<file path="src/design/adc_seq_pkg.sv">
package adc_seq_pkg;
    // Register byte offsets
    localparam logic [11:0] CTRL0_OFS = 12'h000;
    localparam logic [11:0] CTRL1_OFS = 12'h004;
    localparam logic [11:0] CTRL2_OFS = 12'h008;
    localparam logic [11:0] STAT_OFS = 12'h00C;
    localparam logic [11:0] RES_BASE_OFS = 12'h010;
    localparam logic [11:0] RES_LAST_OFS = 12'h02C;
    // Control 0 fields
    localparam int CH_LSB = 0;
    localparam int MODE_LSB = 3;
    localparam int EXT_TRIG_BIT = 6;
    localparam int START_BIT = 7;
    // Control 1 fields
    localparam int DIV_LSB = 0;
    localparam int RES10_BIT = 3;
    localparam int LADDER_BIT = 5;
    localparam int EXTA_BIT = 6;
    localparam int EXTB_BIT = 7;
    // Control 2 fields
    localparam int SH_BIT = 0;
    // Status fields
    localparam int BUSY_BIT = 0;
    localparam int LAST_CH_LSB = 4;
    // Field widths and reset values
    localparam int CH_W = 3;
    localparam int MODE_W = 3;
    localparam int DIV_W = 2;
    localparam int AIN_W = 4;
    localparam int RES_W = 10;
    localparam int CNT_W = 7;
    localparam logic [7:0] CTRL0_RST = 8'h00;
    localparam logic [7:0] CTRL1_RST = 8'h00;
    localparam logic [7:0] CTRL2_RST = 8'h00;
    // Operating modes
    localparam logic [2:0] MODE_ONE_SHOT = 3'h0;
    localparam logic [2:0] MODE_REPEAT = 3'h1;
    localparam logic [2:0] MODE_SINGLE_SWEEP = 3'h2;
    localparam logic [2:0] MODE_REP_SWEEP0 = 3'h3;
    localparam logic [2:0] MODE_REP_SWEEP1 = 3'h4;
    // Conversion clock divider codes
    localparam logic [1:0] DIV_BY4 = 2'h0;
    localparam logic [1:0] DIV_BY2 = 2'h1;
    localparam logic [1:0] DIV_BY1 = 2'h2;
    localparam logic [1:0] DIV_LIM4 = 2'h3;
    localparam logic [1:0] DIV_LIM2 = 2'h1;
    localparam logic [1:0] DIV_LIM1 = 2'h0;
    // Conversion clock cycles per channel
    localparam logic [6:0] CYC_8 = 7'd49;
    localparam logic [6:0] CYC_10 = 7'd59;
    localparam logic [6:0] CYC_SH8 = 7'd28;
    localparam logic [6:0] CYC_SH10 = 7'd33;
    localparam logic [3:0] BITS_8 = 4'd8;
    localparam logic [3:0] BITS_10 = 4'd10;
    localparam logic [9:0] MSB_8 = 10'h080;
    localparam logic [9:0] MSB_10 = 10'h200;
    localparam int NUM_SLOTS = 8;
    // Extended input codes on the analog select
    localparam logic [3:0] AIN_EXT_A = 4'h8;
    localparam logic [3:0] AIN_EXT_B = 4'h9;
    localparam logic [2:0] RES_IDX_EXT_A = 3'h0;
    localparam logic [2:0] RES_IDX_EXT_B = 3'h1;

    typedef enum logic [1:0] {
        ST_IDLE = 2'b01,
        ST_CONV = 2'b10
    } eng_state_t;
endpackage

</file>
<file path="src/design/conv_if.sv">
`timescale 1ns/1ns
interface conv_if;
    import adc_seq_pkg::*;
    logic [DIV_W-1:0] div_sel;
    logic tick;
    logic start;
    logic abort;
    logic res10;
    logic sh_on;
    logic busy;
    logic done;
    logic sample;
    logic [RES_W-1:0] dac_code;
    logic [RES_W-1:0] result;

    modport ctrl (output div_sel, output start, output abort, output res10, output sh_on,
        input tick, input busy, input done, input sample, input dac_code, input result);
    modport div (input div_sel, output tick);
    modport eng (input tick, input start, input abort, input res10, input sh_on,
        output busy, output done, output sample, output dac_code, output result);
endinterface

</file>
<file path="src/design/conv_clk_div.sv">
`timescale 1ns/1ns
module conv_clk_div
    import adc_seq_pkg::*;
(
    input wire logic ref_clk_i,
    input wire logic rstn_i,
    conv_if.div cif
);
    logic [1:0] cnt;
    logic [1:0] next_cnt;
    logic [1:0] lim;

    always_comb begin
        case (cif.div_sel)
            DIV_BY1: lim = DIV_LIM1;
            DIV_BY2: lim = DIV_LIM2;
            default: lim = DIV_LIM4;
        endcase
        next_cnt = (cnt >= lim) ? 2'h0 : cnt + 2'h1;
    end

    // Tick marks one conversion clock period
    assign cif.tick = (cnt >= lim);

    always_ff @(posedge ref_clk_i or negedge rstn_i) begin
        if (!rstn_i) begin
            cnt <= 2'h0;
        end else begin
            cnt <= next_cnt;
        end
    end
endmodule

</file>
<file path="src/design/sar_engine.sv">
`timescale 1ns/1ns
module sar_engine
    import adc_seq_pkg::*;
(
    input wire logic ref_clk_i,
    input wire logic rstn_i,
    input wire logic cmp_i,
    conv_if.eng cif
);
    eng_state_t state, next_state;
    logic [CNT_W-1:0] cnt, next_cnt, total, next_total;
    logic [3:0] nbits, next_nbits;
    logic [RES_W-1:0] sar, next_sar, mask, next_mask, dac, next_dac;
    logic done, next_done;
    logic [CNT_W-1:0] bit_start;

    assign bit_start = total - {3'h0, nbits};

    always_comb begin
        next_state = state;
        next_cnt = cnt;
        next_total = total;
        next_nbits = nbits;
        next_sar = sar;
        next_mask = mask;
        next_done = 1'b0;
        if (cif.start) begin
            // Cycle count fixed at start, so a mid-conversion resolution or sample-hold write cannot skew it
            next_state = ST_CONV;
            next_cnt = '0;
            next_sar = '0;
            next_nbits = cif.res10 ? BITS_10 : BITS_8;
            next_mask = cif.res10 ? MSB_10 : MSB_8;
            case ({cif.sh_on, cif.res10})
                2'b00: next_total = CYC_8;
                2'b01: next_total = CYC_10;
                2'b10: next_total = CYC_SH8;
                default: next_total = CYC_SH10;
            endcase
        end else if (cif.abort) begin
            next_state = ST_IDLE;
        end else begin
            case (state)
                ST_CONV: begin
                    if (cif.tick) begin
                        next_cnt = cnt + 7'd1;
                        if (cnt >= bit_start) begin
                            if (cmp_i) begin
                                next_sar = sar | mask;
                            end
                            next_mask = mask >> 1;
                        end
                        if (cnt == total - 7'd1) begin
                            next_state = ST_IDLE;
                            next_done = 1'b1;
                        end
                    end
                end
                default: next_state = ST_IDLE;
            endcase
        end
        next_dac = next_sar | next_mask;
    end

    assign cif.busy = (state == ST_CONV);
    assign cif.done = done;
    assign cif.sample = (state == ST_CONV) && (cnt < bit_start);
    assign cif.dac_code = dac;
    assign cif.result = sar;

    always_ff @(posedge ref_clk_i or negedge rstn_i) begin
        if (!rstn_i) begin
            state <= ST_IDLE;
            cnt <= '0;
            total <= CYC_8;
            nbits <= BITS_8;
            sar <= '0;
            mask <= '0;
            dac <= '0;
            done <= 1'b0;
        end else begin
            state <= next_state;
            cnt <= next_cnt;
            total <= next_total;
            nbits <= next_nbits;
            sar <= next_sar;
            mask <= next_mask;
            dac <= next_dac;
            done <= next_done;
        end
    end
endmodule

</file>
<file path="src/design/adc_seq_top.sv">
// Our own choices: register access over APB and the register offsets.
`timescale 1ns/1ns
module adc_seq_top
    import adc_seq_pkg::*;
(
    input wire logic ref_clk_i,
    input wire logic rstn_i,
    input wire logic [11:0] paddr_i,
    input wire logic psel_i,
    input wire logic penable_i,
    input wire logic pwrite_i,
    input wire logic [31:0] pwdata_i,
    output logic [31:0] prdata_o,
    output logic pready_o,
    output logic pslverr_o,
    input wire logic ext_conv_trigger_in_i,
    input wire logic cmp_i,
    output logic ladder_connect_o,
    output logic [AIN_W-1:0] ain_sel_o,
    output logic sample_o,
    output logic [RES_W-1:0] dac_code_o,
    output logic conv_irq_o
);
    conv_if cif();

    conv_clk_div u_div (
        .ref_clk_i(ref_clk_i),
        .rstn_i(rstn_i),
        .cif(cif.div)
    );

    sar_engine u_eng (
        .ref_clk_i(ref_clk_i),
        .rstn_i(rstn_i),
        .cmp_i(cmp_i),
        .cif(cif.eng)
    );

    function automatic logic is_res_addr(input logic [11:0] a);
        is_res_addr = (a >= RES_BASE_OFS) && (a <= RES_LAST_OFS) && (a[1:0] == 2'h0);
    endfunction

    function automatic logic is_mapped(input logic [11:0] a);
        is_mapped = (a == CTRL0_OFS) || (a == CTRL1_OFS) || (a == CTRL2_OFS) ||
            (a == STAT_OFS) || is_res_addr(a);
    endfunction

    function automatic logic repeats(input logic [MODE_W-1:0] m);
        repeats = (m == MODE_REPEAT) || (m == MODE_REP_SWEEP0) || (m == MODE_REP_SWEEP1);
    endfunction

    logic [7:0] ctrl0;
    logic [7:0] next_ctrl0;
    logic [7:0] ctrl1;
    logic [7:0] next_ctrl1;
    logic [7:0] ctrl2;
    logic [7:0] next_ctrl2;
    logic [31:0] rdata;
    logic [31:0] next_rdata;
    logic [RES_W-1:0] res_mem [NUM_SLOTS];
    logic [RES_W-1:0] next_res_mem [NUM_SLOTS];
    logic [NUM_SLOTS-1:0] res_we;
    logic [CH_W-1:0] cur_idx;
    logic [CH_W-1:0] next_cur_idx;
    logic [MODE_W-1:0] cur_mode;
    logic [MODE_W-1:0] next_cur_mode;
    logic cur_ext;
    logic next_cur_ext;
    logic [AIN_W-1:0] ain;
    logic [AIN_W-1:0] next_ain;
    logic irq;
    logic next_irq;
    logic trig_s1;
    logic trig_s2;
    logic trig_s3;
    logic trig_lvl;
    logic next_trig_lvl;
    logic trig_fall;
    logic bus_access;
    logic bus_write;
    logic bus_setup_rd;
    logic wr_ctrl0;
    logic sw_start;
    logic ext_start;
    logic rearm;
    logic stop;
    logic [11:0] idx_ofs;
    logic [CH_W-1:0] sel_ch;
    logic [MODE_W-1:0] sel_mode;
    logic sel_ext;

    assign bus_access = psel_i && penable_i;
    assign bus_write = bus_access && pwrite_i;
    assign bus_setup_rd = psel_i && !penable_i && !pwrite_i;
    // Zero wait states: every access ends in its first access cycle
    assign pready_o = 1'b1;
    assign pslverr_o = bus_access && !is_mapped(paddr_i);
    assign prdata_o = rdata;
    assign wr_ctrl0 = bus_write && (paddr_i == CTRL0_OFS);

    // Stages reset to the idle high level, so no false edge after reset
    always_ff @(posedge ref_clk_i or negedge rstn_i) begin
        if (!rstn_i) begin
            trig_s1 <= 1'b1;
            trig_s2 <= 1'b1;
            trig_s3 <= 1'b1;
            trig_lvl <= 1'b1;
        end else begin
            trig_s1 <= ext_conv_trigger_in_i;
            trig_s2 <= trig_s1;
            trig_s3 <= trig_s2;
            trig_lvl <= next_trig_lvl;
        end
    end

    // Glitch filter: a pin change counts once two late stages agree
    always_comb begin
        next_trig_lvl = trig_lvl;
        if (trig_s2 == trig_s3) begin
            next_trig_lvl = trig_s3;
        end
        trig_fall = trig_lvl && (trig_s2 == trig_s3) && !trig_s3;
    end

    always_comb begin
        sw_start = wr_ctrl0 && pwdata_i[START_BIT] && !ctrl0[START_BIT]
            && !pwdata_i[EXT_TRIG_BIT];
        // Retrigger restarts even a running conversion
        ext_start = trig_fall && ctrl0[START_BIT] && ctrl0[EXT_TRIG_BIT]
            && !wr_ctrl0;
        stop = wr_ctrl0 && !pwdata_i[START_BIT];
        rearm = cif.done && repeats(cur_mode) && ctrl0[START_BIT] && !stop;
    end

    assign cif.start = sw_start || ext_start || rearm;
    assign cif.abort = stop;
    assign cif.div_sel = ctrl1[DIV_LSB +: DIV_W];
    assign cif.res10 = ctrl1[RES10_BIT];
    assign cif.sh_on = ctrl2[SH_BIT];

    // A pin start reuses stored settings, a write start takes the new ones
    always_comb begin
        sel_ch = ext_start ? ctrl0[CH_LSB +: CH_W] : pwdata_i[CH_LSB +: CH_W];
        sel_mode = ext_start ? ctrl0[MODE_LSB +: MODE_W] : pwdata_i[MODE_LSB +: MODE_W];
        sel_ext = ext_start || pwdata_i[EXT_TRIG_BIT];
    end

    always_comb begin
        next_ctrl0 = ctrl0;
        next_ctrl1 = ctrl1;
        next_ctrl2 = ctrl2;
        if (cif.done && !repeats(cur_mode) && !cur_ext) begin
            next_ctrl0[START_BIT] = 1'b0;
        end
        // Software write after the hardware clear, so a same-cycle write wins
        if (bus_write) begin
            case (paddr_i)
                CTRL0_OFS: next_ctrl0 = pwdata_i[7:0];
                CTRL1_OFS: next_ctrl1 = pwdata_i[7:0];
                CTRL2_OFS: next_ctrl2 = pwdata_i[7:0];
                default: next_ctrl2 = ctrl2;
            endcase
        end
    end

    always_ff @(posedge ref_clk_i or negedge rstn_i) begin
        if (!rstn_i) begin
            ctrl0 <= CTRL0_RST;
            ctrl1 <= CTRL1_RST;
            ctrl2 <= CTRL2_RST;
        end else begin
            ctrl0 <= next_ctrl0;
            ctrl1 <= next_ctrl1;
            ctrl2 <= next_ctrl2;
        end
    end

    always_comb begin
        next_irq = cif.done && !repeats(cur_mode);
    end

    always_ff @(posedge ref_clk_i or negedge rstn_i) begin
        if (!rstn_i) begin
            irq <= 1'b0;
        end else begin
            irq <= next_irq;
        end
    end

    always_comb begin
        next_cur_idx = cur_idx;
        next_cur_mode = cur_mode;
        next_cur_ext = cur_ext;
        next_ain = ain;
        if (cif.start && !rearm) begin
            next_cur_mode = sel_mode;
            next_cur_ext = sel_ext;
            next_cur_idx = sel_ch;
            next_ain = {1'b0, sel_ch};
            // Extended inputs reuse the first two result slots
            if (ctrl1[EXTA_BIT] && !ctrl1[EXTB_BIT]) begin
                next_ain = AIN_EXT_A;
                next_cur_idx = RES_IDX_EXT_A;
            end else if (!ctrl1[EXTA_BIT] && ctrl1[EXTB_BIT]) begin
                next_ain = AIN_EXT_B;
                next_cur_idx = RES_IDX_EXT_B;
            end
        end
    end

    always_ff @(posedge ref_clk_i or negedge rstn_i) begin
        if (!rstn_i) begin
            cur_idx <= '0;
            cur_mode <= MODE_ONE_SHOT;
            cur_ext <= 1'b0;
            ain <= '0;
        end else begin
            cur_idx <= next_cur_idx;
            cur_mode <= next_cur_mode;
            cur_ext <= next_cur_ext;
            ain <= next_ain;
        end
    end

    genvar g;
    generate
        for (g = 0; g < NUM_SLOTS; g++) begin : g_slot
            assign res_we[g] = cif.done && (cur_idx == CH_W'(g));
        end
    endgenerate

    always_comb begin
        for (int i = 0; i < NUM_SLOTS; i++) begin
            next_res_mem[i] = res_we[i] ? cif.result : res_mem[i];
        end
    end

    always_ff @(posedge ref_clk_i or negedge rstn_i) begin
        if (!rstn_i) begin
            for (int i = 0; i < NUM_SLOTS; i++) begin
                res_mem[i] <= '0;
            end
        end else begin
            for (int i = 0; i < NUM_SLOTS; i++) begin
                res_mem[i] <= next_res_mem[i];
            end
        end
    end

    assign idx_ofs = paddr_i - RES_BASE_OFS;

    // Read data captured in the setup phase, stable through the access
    always_comb begin
        next_rdata = rdata;
        if (bus_setup_rd) begin
            next_rdata = 32'h0000_0000;
            case (paddr_i)
                CTRL0_OFS: next_rdata[7:0] = ctrl0;
                CTRL1_OFS: next_rdata[7:0] = ctrl1;
                CTRL2_OFS: next_rdata[7:0] = ctrl2;
                STAT_OFS: begin
                    next_rdata[BUSY_BIT] = cif.busy;
                    next_rdata[LAST_CH_LSB +: CH_W] = cur_idx;
                end
                default: begin
                    if (is_res_addr(paddr_i)) begin
                        // Whole 10-bit result in the low bits of one word
                        next_rdata[RES_W-1:0] = res_mem[idx_ofs[4:2]];
                    end
                end
            endcase
        end
    end

    always_ff @(posedge ref_clk_i or negedge rstn_i) begin
        if (!rstn_i) begin
            rdata <= 32'h0000_0000;
        end else begin
            rdata <= next_rdata;
        end
    end

    // Ladder cut when unused; software must connect before starting
    assign ladder_connect_o = ctrl1[LADDER_BIT];
    assign ain_sel_o = ain;
    assign sample_o = cif.sample;
    assign dac_code_o = cif.dac_code;
    assign conv_irq_o = irq;
endmodule

</file>
<file path="config.mk">
export PLATFORM = sky130hd
export DESIGN_NAME = adc_seq_top
export DESIGN_NICKNAME = d
export VERILOG_FILES = /design/src/design/adc_seq_pkg.sv /design/src/design/conv_if.sv /design/src/design/conv_clk_div.sv /design/src/design/sar_engine.sv /design/src/design/adc_seq_top.sv
export SDC_FILE = /design/constraint.sdc
export NUM_CORES = 1
export LEC_CHECK = 0
export CAP_MARGIN = 20
export CORE_UTILIZATION = 25
export DETAILED_ROUTE_END_ITERATION = 6
export DONT_BUFFER_PORTS = 1
export GPL_TIMING_DRIVEN = 0
export PLACE_DENSITY = 0.4
export SLEW_MARGIN = 30
export SYNTH_ARGS = -nofsm -noshare
export SYNTH_HDL_FRONTEND = slang
export SYNTH_HIERARCHICAL = 1
export SYNTH_SLANG_ARGS = --single-unit
</file>
<file path="constraint.sdc">
create_clock -name ref_clk_i -period 2.97 [get_ports ref_clk_i]
set_clock_uncertainty 0.15 [all_clocks]
set_input_delay 0 -clock ref_clk_i [delete_from_list [all_inputs] [get_ports ref_clk_i]]
set_output_delay 0 -clock ref_clk_i [all_outputs]
set_load 0.02 [all_outputs]
</file>
==> impl_results.md, run 1 <==
* Post-route ant nets at 0
* Nets at 849
* Worst-path fanout max at 8
* Remaining Overflow, GRT at 0
* Minimum clock period at 2.87 ns
* Yosys reg bits at between 150 and 200
* DRC at 0
* Run status: complete, but fails checks
* Final setup fails at 0
* Reg clk slew, reported paths at 0.07 ns
* Yosys cell types at 59
* # port buffers at 0
* WP data required at 3.14 ns
* DRT Wirelength at approximately 23 mm
* DR pass1 iterations at 5
* Final Cycle Share at a little over nine tenths
* Min-Delay Path Class: in2async
* Initial Utilization at about a quarter
* Crit end category: flip-flop
* Worst-Margin Slew at slightly above 0.9 ns
* Slowest cell delay on critical path at ~0.63 ns
* TritonCTS clock tree: done
* Critical path startpoint category: input pin
* CP Data Arrival Time at 3.04 ns
* Most frequent cells in the layout: dfrtp_1, mux2_2, nand2_1, o21ai_0, a21oi_1
* Post-synthesis cell count at 703
* Most used cell, CP: dlygate4sd3_1
* Final TNS setup at 0 ns
* Die Y at between 150 and 200 um
* CTS buffer count at 17
* Row Count at between 60 and 70
* Ports at 102
* Static Leak at 0.00467 uW
* Largest net degree at the start of global routing at 176
* Overall routing resource usage at 13.6%
* Worst VDD drop at 0.417 mV
* First-pass GRT wire length at approximately 36 mm
* Commonest non-fill, non-tap cell in the layout: dfrtp_1
* Drt wl/cell at between 15 and 20 um
* Fillers at 3439
* Share of layout cells above drive strength 1 at between 30% and 40%
* Hold Fails Final Rpt at 175
* MaxCap Viol Count at 0
* Seq/Total Area, Yosys at between 50% and 60%
* Max Slew Vio Count at 0
* Vias per cell at 4.57
* Number of global-route vias before repair at 5871
* Routability cong. at 0.747
* Clk buf depth at 2
* Synth-to-Final Area Change at 19.4%
* DR iter-0 viols at between 300 and 400
* CP cell instances: dlygate4sd3_1 > or4_4 > nor4_4 > nand4_4 > dlygate4sd3_1 > nor3b_4 > mux2_2
* Final HPWL DP at 15.1 mm
* Clock root cell: clkbuf_16
* Avg Inst Size Synth at roughly 12 um^2
* Post-synth ARST share at 100%
* Initial antenna violation count at 0
* Pwr dens at 490 nW/um^2
* Total number of vias at 5658
* Crit path kind: in2reg
* H-tree depth at 4
* Pwr Total at between 5000 and 6000 uW
* WHS at -0.884 ns
* Die Area at 35200 um^2
* Clock insertion delay at the later pin of the skew report at 0.44 ns
* Max_slew headroom at 38.0%
* EDFF count, synth at 0
* CP max-delay cell: dlygate4sd3_1
* Failing checks: negative hold slack
* Main synth FF type: dfrtp_1
* Post-Syn Area at 8610 um^2
* Core area at about 34000 um^2
* CTS Hold Buffers Added at 31
* FMAX at about 350 MHz
* Die width at 188 um
* Clock sink total at 175
* Synth Warn # at 6
[sequential cells by signal, summed over array words and instances (netlist names), 3 cells and up]
signal and count:
ctrl2 8, cur_mode 3, prdata_o 10, u_eng/cif.result 10, u_eng/cnt 7, u_eng/total 5, u_eng/cif.dac_code 10, u_eng/mask 10
res_mem 80, ctrl0 8, ctrl1 8
[critical path, delay by kind of cell]
family                 cells  cell delay, ns
and+or+nand+nor            4            1.47
muxes                      1            0.40
buffers and inverters      2            1.17
[logic make-up (layout without fill, tap and decap cells)]
family | Yosys count | count (layout) | synth area share, %
multiplexers | 146 | 146 | 22.1
XOR/XNOR | 16 | 16 | 1.63
other | 2 | 24 | 0.0872
adder cells (fa/ha/maj) | 21 | 21 | 3.02
AND/OR/NAND/NOR | 141 | 141 | 9.08
buffers and inverters | 87 | 153 | 5.23
AO/OA/AOI/OAI | 115 | 115 | 7.90
flip-flops | 175 | 175 | 51.0
[final timing paths]
check	startpoint	end	slack (ns)	depth (start not counted)
setup / recovery	paddr_i[11]	ctrl2[4]	0.10	7
hold / removal	rstn_i	u_eng/cif.dac_code[4]	-0.88	0
setup reg to reg	u_eng/total[1]	u_eng/cif.dac_code[7]	0.14	13
hold reg to reg	trig_s1	trig_s2	0.21	0
max in group asynchronous	rstn_i	trig_lvl	3.24	0
min in group ref_clk_i	cmp_i	u_eng/cif.dac_code[3]	0.08	3
[synthesized netlist by cell type (all sizes together) (11+ instances only)]
master,n,area [um^2]
dfrtp,168,4200
mux2,113,1270
buf,42,282
o21ai,42,210
nand2,40,150
a21oi,36,184
inv,28,105
nor2,28,105
mux4,24,541
ha,20,250
clkbuf,17,63.8
nand3,17,85.1
a31oi,11,68.8
[power by group]
part           total [uW]  leakage, uW  switching [uW]  internal, uW
Sequential           2510      0.00228            83.0          2420
Clock                2260     0.000270             974          1290
Combinational         272      0.00212             149           123
[per-stage QoR]
step / std cells / setup slack, ns / util, % / area, um^2 / hold slack (ns)
floorplan: 724 / 0.321 / - / 8690 / -0.446
global placement: 1172 / -0.874 / 27.5 / 9250 / -0.429
detailed placement: 1175 / -0.820 / 27.6 / 9300 / -0.433
CTS: 1237 / 0.0301 / 30.4 / 10200 / -0.913
global route: 1238 / -0.0197 / 30.5 / 10300 / -0.918
finish: 1239 / 0.103 / 30.5 / 10300 / -0.884
[area by class of cell]
class                           count  area (um^2)  share of cell area, %
Timing Repair Buffer               36          352                   3.42
Multi-Input combinational cell    462         3940                   38.3
Sequential cell                   175         4390                   42.7
Clock buffer                       23          468                   4.55
Inverter                           28          105                   1.02
Clock inverter                      8          109                   1.06
Antenna cell                        1         2.50                 0.0243
Tap cell                          448          561                   5.45
Buffer                             58          358                   3.48
[what timing repair did]
action	CTS	global route
setup endpoints to repair	47	43
endpoints found under the hold margin	232	175
resized for setup	12	8
pin swaps	0	4
buffers inserted	0	2
[metal layers]
metal / up-vias / wire length [um] / track usage, %
met5: - / 0 / 0
met4: 0 / 191 / 3.44
met3: 16 / 969 / 3.41
met2: 123 / 10200 / 20.4
met1: 2862 / 11600 / 19.5
li1: 2657 / - / -
Power figures use the tool's default switching activity.
==> run 2, diff against run 1 <==
--- a/config.mk
+++ b/config.mk
@@ -11,6 +11,7 @@
 export DONT_BUFFER_PORTS = 1
 export GPL_TIMING_DRIVEN = 0
 export PLACE_DENSITY = 0.4
+export RECOVER_POWER = 100
 export SLEW_MARGIN = 30
 export SYNTH_ARGS = -nofsm -noshare
 export SYNTH_HDL_FRONTEND = slang
==> run 2 against run 1 <==
The run still ends with negative hold slack left; setup slack better by 0.011 ns; critical path type unchanged; global-route usage did not move; critical path depth unchanged; largest cell class unchanged; clock power is essentially flat.
==> impl_results.md, run 2 (synthesis gave the netlist of run 1 again) <==
* Pwr dens at 492 nW/um^2 (+0.40%)
* DR pass1 iterations at 5 (unchanged)
* WP data required at 3.14 ns (about the same)
* # port buffers at 0 (unchanged)
* Post-route ant nets at 0 (unchanged)
* First-pass GRT wire length at 36.4 mm (unchanged)
* DRC at 0 (unchanged)
* H-tree depth at 4 (unchanged)
* Core area at 33700 um^2 (unchanged)
* Largest net degree at the start of global routing at 176 (unchanged)
* Reg2reg start: u_eng/total[1]
* Vias per cell at 4.58 (+0.39%)
* Drt wl/cell at 18.5 um (-0.13%)
* Clk buf depth at 2 (unchanged)
* Remaining Overflow, GRT at 0 (unchanged)
* Max_slew headroom at 18.3% (-20 points)
* Final Cycle Share at 96.2% (-0.36 points)
* Most frequent cells in the layout: dfrtp_1, mux2_2, nand2_1, o21ai_0, a21oi_1
* GR Layer Usage met2 at 20.4% (unchanged)
* Crit path kind: in2reg
* Hold Fails Final Rpt at 175 (unchanged)
* CTS buffer count at 17 (unchanged)
* Final TNS setup at 0 ns (unchanged)
* Worst Reg2Reg Path Length in Cells at 13 (unchanged)
* Clock root cell: clkbuf_16
* WHS at -0.885 ns (-0.000564 ns)
* Failing checks: negative hold slack
* FMAX at 350 MHz (+0.37%)
* TritonCTS clock tree: done
* Number of global-route vias before repair at 5871 (unchanged)
* Max FFs per register at 80 (unchanged)
* Static Leak at 0.00464 uW (-0.73%)
* Min-Delay Path Class: in2async
* Reg clk slew, reported paths at 0.07 ns (about the same)
* Area after DPL at 9300 um^2 (unchanged)
* Ports at 102 (unchanged)
* CTS Hold Buffers Added at 31 (unchanged)
* GR peak layer: met2
* Worst-Margin Slew at 1.22 ns (+0.286 ns)
* Final Cell Area at 10200 um^2 (-0.35%)
* DR iter-0 viols at 344 (unchanged)
* Worst-path fanout max at 8 (unchanged)
* Nets at 849 (unchanged)
* Reg2reg end: u_eng/cif.dac_code[7]
* Final setup fails at 0 (unchanged)
* Initial antenna violation count at 0 (unchanged)
* Minimum clock period at 2.86 ns (-0.0106 ns)
* Routability cong. at 0.747 (unchanged)
* Largest Register: res_mem
* Final HPWL DP at 15.1 mm (unchanged)
* Die Y at 188 um (unchanged)
* Clock sink total at 175 (unchanged)
* Share of layout cells above drive strength 1 at 29.2% (-1.5 points)
* CP Data Arrival Time at 3.03 ns (about the same)
* DRT Wirelength at 23.0 mm (-0.13%)
* Overall routing resource usage at 13.6% (unchanged)
* Grt met1 use at 19.5% (unchanged)
* Die width at 188 um (unchanged)
* Run status: complete, but fails checks
* Total number of vias at 5680 (+0.39%)
* Row Count at 67 (unchanged)
* Synth-to-Final Area Change at 19.0%
* Die Area at 35200 um^2 (unchanged)
* Initial Utilization at 25.6% (unchanged)
* Clock insertion delay at the later pin of the skew report at 0.44 ns (about the same)
* Crit end category: flip-flop
* Worst slack, placed at -0.820 ns (unchanged)
* MaxCap Viol Count at 0 (unchanged)
* Global Route met3 Usage at 3.41% (unchanged)
* Crit path setup slack, layout at 0.114 ns (+0.0106 ns)
* Flop-to-flop setup slack at 0.14 ns (about the same)
* Worst VDD drop at 0.418 mV (+0.19%)
* Commonest non-fill, non-tap cell in the layout: dfrtp_1
* Critical path startpoint category: input pin
* Max Slew Vio Count at 0 (unchanged)
-- run 2: changes by cell type in the layout (fill, tap and decap cells not counted), moves of 3 or more --
cell	change
nor3_2	-3
buf_2	-3
clkbuf_1	+5
nor3_1	+3
-- run 2: through the flow --
stage	utilization, %	total power (uW)	std cells
5_1_grt	30.4	5270	1238
3_3_place_gp	27.5	2790	1172
4_1_cts	30.4	5140	1237
6_report	30.4	5040	1239
3_5_place_dp	27.6	2790	1175
2_1_floorplan	-	2720	724
-- run 2: final cells by class --
cell class              instances  area [um^2]
diodes                          1         2.50
inverters                      28          105
multi-input cells             462         3910
flip-flops and latches        175         4390
plain buffers                  58          357
fillers                      3445        23500
repair buffers                 36          344
clock buffers                  23          468
clock inverters                 8          109
well taps                     448          561
-- run 2: critical path, stage by stage --
cell	delay, ns
dlygate4sd3_1	0.54
or4_4	0.54
nor4_4	0.26
nand4_4	0.15
dlygate4sd3_1	0.62
nor3b_4	0.52
mux2_2	0.39
-- run 2: power by group --
part           internal, uW  switching (uW)  total, uW
Clock                  1290             978       2270
Sequential             2420            82.7       2510
Combinational           123             148        271
Total                  3830            1210       5040
-- run 2: worst max path at each step --
stage | from | end | slack [ns] | depth (start not counted)
final | paddr_i[11] | ctrl2[6] | 0.11 | 7
after global routing | u_eng/total[1] | u_eng/cif.dac_code[7] | -0.02 | 12
after CTS | paddr_i[11] | u_eng/cif.done | 0.03 | 12
after detailed placement | paddr_i[3] | u_eng/cif.dac_code[7] | -0.82 | 10
after global placement | paddr_i[3] | u_eng/cif.dac_code[7] | -0.87 | 10
after floorplan | paddr_i[3] | u_eng/cif.dac_code[7] | 0.32 | 11
-- run 2: timing repair --
item / in CTS / in global routing
gates cloned: 0 / 0
buffers inserted: 0 / 2
resized for setup: 12 / 8
endpoints found under the setup margin: 47 / 43
pin swaps: 0 / 4
endpoints found under the hold margin: 232 / 175
-- run 2: layer usage --
layer  share of wire, %  routed length, um
met1                 50              11600
met2                 45              10200
met3                4.2                954
met4               0.81                187
met5                  0                  0
